<file path="config.mk">
export PLATFORM = sky130hd
export DESIGN_NAME = adcsq_top
export DESIGN_NICKNAME = d
export VERILOG_FILES = /design/src/rtl/adcsq_pkg.sv /design/src/rtl/adcsq_top.sv
export SDC_FILE = /design/constraint.sdc
export NUM_CORES = 1
export LEC_CHECK = 0
export BUFFER_PORTS_ARGS = -buffer_cell sky130_fd_sc_hd__buf_2
export CORE_ASPECT_RATIO = 1.1
export CORE_UTILIZATION = 45
export DETAILED_ROUTE_END_ITERATION = 10
export PLACE_DENSITY = 0.68
export SLEW_MARGIN = 20
export SYNTH_ARGS = -nofsm -noshare
export SYNTH_HDL_FRONTEND = slang
export SYNTH_SLANG_ARGS = --single-unit
</file>
<file path="constraint.sdc">
create_clock -name clk -period 4.7 [get_ports clk]
set_clock_uncertainty 0.2 [all_clocks]
set_input_delay 0.705 -clock clk [delete_from_list [all_inputs] [get_ports clk]]
set_output_delay 0.705 -clock clk [all_outputs]
set_load 0.005 [all_outputs]
</file>
<file path="src/rtl/adcsq_pkg.sv">
// Package with register layout, codes and timing constants of the conversion sequence control.
package adcsq_pkg;

	localparam int ADDR_W = 12;
	localparam int IDX_W = 10;

	// Register indices; the byte address is four times the index.
	localparam logic [IDX_W-1:0] IDX_CTRL_ONE = 10'h0b4;
	localparam logic [IDX_W-1:0] IDX_SEQ_CFG = 10'h0b5;

	localparam logic [1:0] TRIG_EXT_PIN = 2'h0;
	localparam logic [1:0] TRIG_FULL_SPEED = 2'h1;
	localparam logic [1:0] TRIG_TIMER = 2'h2;
	localparam logic [1:0] TRIG_MANUAL = 2'h3;

	localparam logic [1:0] RND_IDLE = 2'h0;
	localparam logic [1:0] RND_STEP = 2'h1;
	localparam int LFSR_UNROLL = 13;

	localparam logic [3:0] CH_FIRST_SE = 4'h0;
	localparam logic [3:0] CH_LAST_SE = 4'h7;
	localparam logic [3:0] CH_FIRST_DIFF = 4'h8;
	localparam logic [3:0] CH_SINGLE_MIN = 4'hc;
	localparam logic [3:0] CH_STEP = 4'h1;

	// Conversion timing in converter clocks; converter clock is the system clock divided by six.
	localparam logic [11:0] DEC_BASE_CLKS = 12'h040;
	localparam logic [11:0] SETTLE_CLKS = 12'h010;
	localparam logic [11:0] ADC_CLK_DIV = 12'h006;
	localparam logic [11:0] CNT_ONE = 12'h001;

	localparam logic [3:0] RES_64 = 4'h7;
	localparam logic [3:0] RES_128 = 4'h9;
	localparam logic [3:0] RES_256 = 4'ha;
	localparam logic [3:0] RES_512 = 4'hc;

	typedef struct packed {
		logic eoc;
		logic go;
		logic [1:0] trig;
		logic [1:0] rnd;
		logic [1:0] rsvd;
	} adcsq_ctrl_one_t;

	typedef struct packed {
		logic [1:0] ref_sel;
		logic [1:0] rate;
		logic [3:0] last_ch;
	} adcsq_seq_cfg_t;

	localparam adcsq_ctrl_one_t CTRL_ONE_RESET = '{eoc: 1'b0, go: 1'b0, trig: 2'h3,
		rnd: 2'h0, rsvd: 2'h3};
	localparam adcsq_seq_cfg_t SEQ_CFG_RESET = '{ref_sel: 2'h0, rate: 2'h1, last_ch: 4'h0};

	typedef enum logic {SEQ_IDLE, SEQ_CONV} adcsq_state_t;

	typedef struct packed {
		adcsq_state_t state;
		logic [3:0] ch;
		logic [3:0] end_ch;
		logic [1:0] ref_sel;
		logic [1:0] rate;
		logic [11:0] cnt;
	} adcsq_seq_t;

endpackage

</file>
<file path="src/rtl/adcsq_top.sv">
// Conversion sequence control with start select, sequence settings and random generator.
//
// Function
// - Trigger source picks full speed, timer or manual
// - Code 00 starts on external pin edge
// - Manual go starts only idle; reads until done
// - Sixteen-bit random generator under two-bit field
// - Code 01 steps generator thirteen unrolled steps
// - Generator field clears itself to 00 after
// - Reference select chooses sequence reference
// - Decimation code sets 64 to 512 clocks
// - Resolution 7, 9, 10, 12 bits by code
// - Single-ended sequence from input 0 to end
// - Differential sequence from first pair to end
// - End code 1100 up: single conversion only
// - End field updates after every conversion
// - Sequence end reads plus one; single unchanged
`timescale 1ns/1ps
`default_nettype none

module adcsq_top #(
	parameter logic [15:0] LFSR_POLY = 16'h8005, // Feedback taps of the generator.
	parameter logic [15:0] LFSR_SEED = 16'hffff // Generator state after reset.
) (
	input wire logic clk, // System clock.
	input wire logic rst_n, // Synchronous reset, active low.
	input wire logic psel, // APB select.
	input wire logic penable, // APB enable.
	input wire logic pwrite, // APB write.
	input wire logic [adcsq_pkg::ADDR_W-1:0] paddr, // APB byte address.
	input wire logic [31:0] pwdata, // APB write data.
	output logic [31:0] prdata, // APB read data.
	output logic pready, // APB ready.
	output logic pslverr, // APB error on unmapped address.
	input wire logic timer_ch0_event, // Timer 1 channel 0 compare pulse.
	input wire logic port2_pin0, // External trigger pin.
	output logic conv_active, // Sequence running.
	output logic [3:0] conv_channel, // Input code being converted.
	output logic [1:0] conv_reference, // Reference for the running sequence.
	output logic [1:0] conv_decim_code, // Decimation code for the running sequence.
	output logic [3:0] conv_resolution, // Result bits for the running sequence.
	output logic conv_done, // One pulse per finished conversion.
	output logic [15:0] rand_value // Generator state.
);

	function automatic logic [11:0] conv_cycles(input logic [1:0] code);
		conv_cycles = 12'((adcsq_pkg::DEC_BASE_CLKS << code) + adcsq_pkg::SETTLE_CLKS)
			* adcsq_pkg::ADC_CLK_DIV;
	endfunction

	function automatic logic [3:0] resolution(input logic [1:0] code);
		case (code)
			2'h0: resolution = adcsq_pkg::RES_64;
			2'h1: resolution = adcsq_pkg::RES_128;
			2'h2: resolution = adcsq_pkg::RES_256;
			default: resolution = adcsq_pkg::RES_512;
		endcase
	endfunction

	function automatic logic [15:0] lfsr_run(input logic [15:0] s, input logic [15:0] poly);
		logic [15:0] v;
		v = s;
		for (int i = 0; i < adcsq_pkg::LFSR_UNROLL; i++) begin
			v = v[15] ? ({v[14:0], 1'b0} ^ poly) : {v[14:0], 1'b0};
		end
		lfsr_run = v;
	endfunction

	adcsq_pkg::adcsq_ctrl_one_t ctrl;
	adcsq_pkg::adcsq_ctrl_one_t next_ctrl;
	adcsq_pkg::adcsq_seq_cfg_t cfg;
	adcsq_pkg::adcsq_seq_cfg_t next_cfg;
	adcsq_pkg::adcsq_seq_t seq;
	adcsq_pkg::adcsq_seq_t next_seq;
	logic [3:0] end_wr;
	logic [3:0] next_end_wr;
	logic [15:0] lfsr;
	logic [15:0] next_lfsr;
	logic pin_prev;
	logic next_pin_prev;
	logic [31:0] next_prdata;
	logic next_pready;
	logic next_pslverr;
	logic next_conv_done;
	logic next_conv_active;
	logic [3:0] next_conv_channel;
	logic [3:0] next_conv_resolution;
	logic [1:0] next_conv_reference;
	logic [1:0] next_conv_decim_code;

	logic access;
	logic wr_ok;
	logic hit_one;
	logic hit_cfg;
	logic manual_start;
	logic start;
	logic last_conv;
	logic single;
	logic conv_end;
	logic seq_end;
	logic [3:0] readback_ch;
	logic [adcsq_pkg::IDX_W-1:0] idx;
	adcsq_pkg::adcsq_ctrl_one_t wd_one;
	adcsq_pkg::adcsq_seq_cfg_t wd_cfg;

	// Address decode and write qualification, shared by every register group.
	always_comb begin
		idx = paddr[adcsq_pkg::ADDR_W-1:2];
		wd_one = pwdata[7:0];
		wd_cfg = pwdata[7:0];
		hit_one = (paddr[1:0] == 2'h0) && (idx == adcsq_pkg::IDX_CTRL_ONE);
		hit_cfg = (paddr[1:0] == 2'h0) && (idx == adcsq_pkg::IDX_SEQ_CFG);
		access = psel && penable;
		wr_ok = access && pready && pwrite && !pslverr;
		// A go write counts against the source already in force, not the one written with it.
		manual_start = wr_ok && hit_one && wd_one.go
			&& (ctrl.trig == adcsq_pkg::TRIG_MANUAL)
			&& (seq.state == adcsq_pkg::SEQ_IDLE);
	end

	// Read data is captured in the first access cycle and stands with pready in the second.
	// Unmapped or unaligned addresses answer with pslverr and read as zero.
	always_comb begin
		next_prdata = prdata;
		next_pready = access && !pready;
		next_pslverr = access && !pready && !(hit_one || hit_cfg);
		if (access && !pready) begin
			next_prdata = 32'h0000_0000;
			if (hit_one) begin
				next_prdata[7:0] = ctrl;
			end else if (hit_cfg) begin
				next_prdata[7:0] = cfg;
			end
		end
	end

	always_ff @(posedge clk) begin
		if (!rst_n) begin
			prdata <= 32'h0000_0000;
			pready <= 1'b0;
			pslverr <= 1'b0;
		end else begin
			prdata <= next_prdata;
			pready <= next_pready;
			pslverr <= next_pslverr;
		end
	end

	// The start takes the end value last written, so full-speed restarts repeat one sequence.
	always_comb begin
		next_seq = seq;
		next_pin_prev = port2_pin0;
		start = 1'b0;
		conv_end = 1'b0;
		seq_end = 1'b0;
		last_conv = (seq.ch == seq.end_ch) || (seq.end_ch >= adcsq_pkg::CH_SINGLE_MIN);
		single = end_wr >= adcsq_pkg::CH_SINGLE_MIN;
		readback_ch = seq.ch;
		if (seq.end_ch < adcsq_pkg::CH_SINGLE_MIN) begin
			readback_ch = seq.ch + adcsq_pkg::CH_STEP;
		end
		case (seq.state)
			adcsq_pkg::SEQ_IDLE: begin
				case (ctrl.trig)
					adcsq_pkg::TRIG_EXT_PIN: start = port2_pin0 && !pin_prev;
					adcsq_pkg::TRIG_FULL_SPEED: start = 1'b1;
					adcsq_pkg::TRIG_TIMER: start = timer_ch0_event;
					default: start = manual_start;
				endcase
				if (start) begin
					next_seq.state = adcsq_pkg::SEQ_CONV;
					next_seq.end_ch = end_wr;
					next_seq.ref_sel = cfg.ref_sel;
					next_seq.rate = cfg.rate;
					next_seq.cnt = conv_cycles(cfg.rate) - adcsq_pkg::CNT_ONE;
					if (single) begin
						next_seq.ch = end_wr;
					end else if (end_wr <= adcsq_pkg::CH_LAST_SE) begin
						next_seq.ch = adcsq_pkg::CH_FIRST_SE;
					end else begin
						next_seq.ch = adcsq_pkg::CH_FIRST_DIFF;
					end
				end
			end
			adcsq_pkg::SEQ_CONV: begin
				if (seq.cnt != 12'h000) begin
					next_seq.cnt = seq.cnt - adcsq_pkg::CNT_ONE;
				end else begin
					conv_end = 1'b1;
					if (last_conv) begin
						seq_end = 1'b1;
						next_seq.state = adcsq_pkg::SEQ_IDLE;
					end else begin
						next_seq.ch = seq.ch + adcsq_pkg::CH_STEP;
						next_seq.cnt = conv_cycles(seq.rate) - adcsq_pkg::CNT_ONE;
					end
				end
			end
			default: next_seq.state = adcsq_pkg::SEQ_IDLE;
		endcase
	end

	always_ff @(posedge clk) begin
		if (!rst_n) begin
			seq <= '{state: adcsq_pkg::SEQ_IDLE, default: '0};
			pin_prev <= 1'b0;
		end else begin
			seq <= next_seq;
			pin_prev <= next_pin_prev;
		end
	end

	// A readback update from the sequencer wins over a software write in the same cycle.
	always_comb begin
		next_ctrl = ctrl;
		next_cfg = cfg;
		next_end_wr = end_wr;
		if (ctrl.rnd == adcsq_pkg::RND_STEP) begin
			next_ctrl.rnd = adcsq_pkg::RND_IDLE;
		end
		if (wr_ok && hit_one) begin
			next_ctrl.trig = wd_one.trig;
			next_ctrl.rnd = wd_one.rnd;
			next_ctrl.rsvd = wd_one.rsvd;
		end
		if (wr_ok && hit_cfg) begin
			next_cfg = wd_cfg;
			next_end_wr = wd_cfg.last_ch;
		end
		if (start) begin
			next_ctrl.go = manual_start;
		end
		if (conv_end) begin
			next_cfg.last_ch = readback_ch;
		end
		if (seq_end) begin
			next_ctrl.go = 1'b0;
		end
		next_ctrl.eoc = 1'b0;
	end

	always_ff @(posedge clk) begin
		if (!rst_n) begin
			ctrl <= adcsq_pkg::CTRL_ONE_RESET;
			cfg <= adcsq_pkg::SEQ_CFG_RESET;
			end_wr <= adcsq_pkg::CH_FIRST_SE;
		end else begin
			ctrl <= next_ctrl;
			cfg <= next_cfg;
			end_wr <= next_end_wr;
		end
	end

	// One generator operation is thirteen unrolled steps, done in a single clock.
	always_comb begin
		next_lfsr = lfsr;
		if (ctrl.rnd == adcsq_pkg::RND_STEP) begin
			next_lfsr = lfsr_run(lfsr, LFSR_POLY);
		end
	end

	always_ff @(posedge clk) begin
		if (!rst_n) begin
			lfsr <= LFSR_SEED;
			rand_value <= LFSR_SEED;
		end else begin
			lfsr <= next_lfsr;
			rand_value <= next_lfsr;
		end
	end

	// Status outputs are registered from the next sequencer state, so they move with it.
	always_comb begin
		next_conv_active = next_seq.state == adcsq_pkg::SEQ_CONV;
		next_conv_channel = next_seq.ch;
		next_conv_reference = next_seq.ref_sel;
		next_conv_decim_code = next_seq.rate;
		next_conv_resolution = resolution(next_seq.rate);
		next_conv_done = conv_end;
	end

	always_ff @(posedge clk) begin
		if (!rst_n) begin
			conv_active <= 1'b0;
			conv_channel <= adcsq_pkg::CH_FIRST_SE;
			conv_reference <= '0;
			conv_decim_code <= '0;
			conv_resolution <= '0;
			conv_done <= 1'b0;
		end else begin
			conv_active <= next_conv_active;
			conv_channel <= next_conv_channel;
			conv_reference <= next_conv_reference;
			conv_decim_code <= next_conv_decim_code;
			conv_resolution <= next_conv_resolution;
			conv_done <= next_conv_done;
		end
	end

endmodule

`default_nettype wire

</file>
==> flow_summary.json <==
{
  "outcome": "complete, no violations",
  "clk_pin_slew_ns": 0.08,
  "clock_sinks": 76,
  "cp.arrival_ns": 3.14,
  "cts-buffers-inserted": 9,
  "core_area_um2": 8830,
  "post-route-util_pct": 51.3,
  "clk_latency_ns": 0.36,
  "cts_tree": "built",
  "grt_max_degree": 37,
  "worstMarginPinSlew_ns": 0.907,
  "first_global_vias": 2929,
  "dr.first_iter.drc_count": 103,
  "wirelength_um": 8500,
  "async_flop_share_pct": 0,
  "dieHeight_um": 102,
  "fin_nets": 581,
  "slew_viol_final": 0,
  "reg2reg_slack_ns": 1.81,
  "setup_tns_ns": 0,
  "wl_per_cell_um": 13.5,
  "first_pass_iters": 4,
  "grt_busiest_layer": "met2",
  "critical_path.max_fanout": 12,
  "combPwrFrac_pct": 4.2,
  "htreeDepth": 3,
  "p_sw_w": 0.000292,
  "synth_top_area_share_pct": 37.3,
  "use_met2_pct": 29.1,
  "p_seq_share_pct": 53.2,
  "layout-drive-gt1-share_pct": 20.5,
  "synth_most_common_cell": "dfxtp_1",
  "synthCells": 463,
  "grt_first_pass_wirelength_um": 13900,
  "boundaryPins": 115,
  "vias_per_cell": 5.22,
  "place_inst": 615,
  "dp_hpwl_um": 6130,
  "root_buffer": "clkbuf_8",
  "place.gp.congestion": 0.856,
  "cts-resized-gates": 0,
  "hold_viol": 0,
  "ctsLongestPathBuffers": 2,
  "fin_crit_sh_pct": 65.9,
  "syn_area_um2": 4080,
  "maxCapViolCount": 0,
  "start_kind": "input pin",
  "ant_nets": 0,
  "synth_cell_types": 62,
  "cp-end-kind": "flip-flop",
  "p_per_area_nw_per_um2": 271,
  "critical_path_class": "in2reg",
  "ys_warn_count": 0,
  "pwr-share-clk_pct": 42.6,
  "post-synth-top-area-cell": "dfxtp_1",
  "vias": 3293,
  "syn_to_final_growth_pct": 11.1,
  "dieArea_um2": 9440,
  "rsz0062_at_grt": "false",
  "syn_avg_cell_area_um2": 8.80,
  "rows": 36,
  "grt_usage_pct": 18.6,
  "setup_viol": 0,
  "instances_no_fill": 631,
  "synth_commonest_cells": "76 x dfxtp_1, 50 x nand2_1, 44 x nor2_1",
  "met3_usage_pct": 4.50,
  "vdd_drop_max_v": 0.000149,
  "ys_seq_area_share_pct": 37.3,
  "cts_setup_buffers": 0,
  "num_antenna_cells": 0,
  "leakagePower_nw": 1.88,
  "cp.required_ns": 4.75,
  "cts_hold_buf": 0,
  "numPortBuffers": 66,
  "start_util_pct": 46.2,
  "hold_class": "reg2reg",
  "die_x_um": 92.7,
  "power.internal_w": 0.000934,
  "use_met1_pct": 25.2,
  "clock.fmax_mhz": 323,
  "period_needed_ns": 3.10,
  "antenna_found_initial": 0,
  "ys_ff_latch": 76,
  "fill_cells": 870,
  "synth_flop_cell": "dfxtp_1",
  "ys_top_cells_by_area": "dfxtp_1 37%, xnor2_1 6.9%, buf_4 6.3%",
  "synth_edf_count": 0,
  "grt_overflow": 0,
  "drc": 0,
  "max-slew-margin-rel_pct": 39.5,
  "swShare_pct": 23.8
}
[final cells by class]
class / instances / area [um2] / area share, %
Clock buffer: 10 / 138 / 3.04
Inverter: 14 / 52.6 / 1.16
Tap cell: 114 / 143 / 3.15
Timing Repair Buffer: 68 / 345 / 7.63
Clock inverter: 6 / 70.1 / 1.55
Multi-Input combinational cell: 343 / 2260 / 49.9
Sequential cell: 76 / 1520 / 33.6
[registers in the layout, summed over array words and instances, names as in the netlist]
name and cells:
cfg 8, conv_active 1, conv_channel 4, conv_decim_code 2
conv_done 1, conv_reference 2, conv_resolution 4, ctrl 7
end_wr 4, lfsr 16, pin_prev 1, prdata 8
pready 1, pslverr 1, seq 16
[path summary, 6_finish.rpt]
check / from / end / cells after the start
worst max-delay path: paddr[1] / seq[10] / 7
worst min-delay path: prdata[7] / prdata[7] / 2
worst max register to register: conv_active / seq[10] / 6
worst min register to register: prdata[7] / prdata[7] / 2
[power by group through the flow]
stage          clock [W]  combinational [W]  sequential [W]
6_report        0.000522          0.0000520        0.000652
3_3_place_gp           0          0.0000512        0.000667
5_1_grt         0.000566          0.0000590        0.000653
2_1_floorplan          0          0.0000419        0.000668
3_5_place_dp           0          0.0000520        0.000667
4_1_cts         0.000535          0.0000522        0.000652
[critical path, stage by stage]
cell	delay (ns)
buf_2	0.10
or4b_4	0.55
nor4_4	0.63
a211oi_2	0.28
nor2_2	0.45
o21ai_0	0.17
o221a_2	0.25
[layout by cell type (no fill, tap or decap), types with 3 or more instances in the layout]
| master | count |
|---|---|
| dfxtp_1 | 76 |
| buf_2 | 66 |
| nand2_1 | 50 |
| nor2_1 | 44 |
| xnor2_1 | 32 |
| a21oi_1 | 24 |
| conb_1 | 24 |
| nor3_1 | 18 |
| ha_1 | 18 |
| o21ai_0 | 16 |
| mux2i_1 | 15 |
| o211ai_1 | 14 |
| inv_1 | 13 |
| clkbuf_8 | 10 |
| nand3_1 | 7 |
| a221oi_1 | 7 |
| nand2b_1 | 5 |
| nor4_1 | 4 |
| a22oi_1 | 4 |
| a211oi_1 | 4 |
| xor2_1 | 4 |
| nor4_2 | 3 |
| a31oi_1 | 3 |
| and3_1 | 3 |
[metal layers]
metal	share of wire [%]	wire length [um]
met3	6.5	554
met2	44	3760
met5	0	0
met4	1.4	119
met1	48	4070
[through the flow]
step	area, um2	total power (W)	hold WS [ns]	worst slack, ns
after floorplan	4160	0.000710	0.232	1.73
after global placement	4320	0.000718	0.238	1.11
after detailed placement	4320	0.000719	0.243	1.20
after CTS	4530	0.00124	0.255	1.59
after global routing	4530	0.00128	0.279	1.40
final	4530	0.00123	0.252	1.60
[kinds of logic (layout without fill, tap and decap cells)]
kind of cell	count (synthesis)	after routing	share of synthesized area (%)
XOR/XNOR	37	37	8.29
AO/OA/AOI/OAI	89	89	15.2
multiplexers	16	16	3.96
flip-flops	76	76	37.3
AND/OR/NAND/NOR	159	159	20.1
adder cells (fa/ha/maj)	18	18	5.53
buffers and inverters	67	98	9.46
other	1	24	0.0920
(Power assumes the default switching activity.)
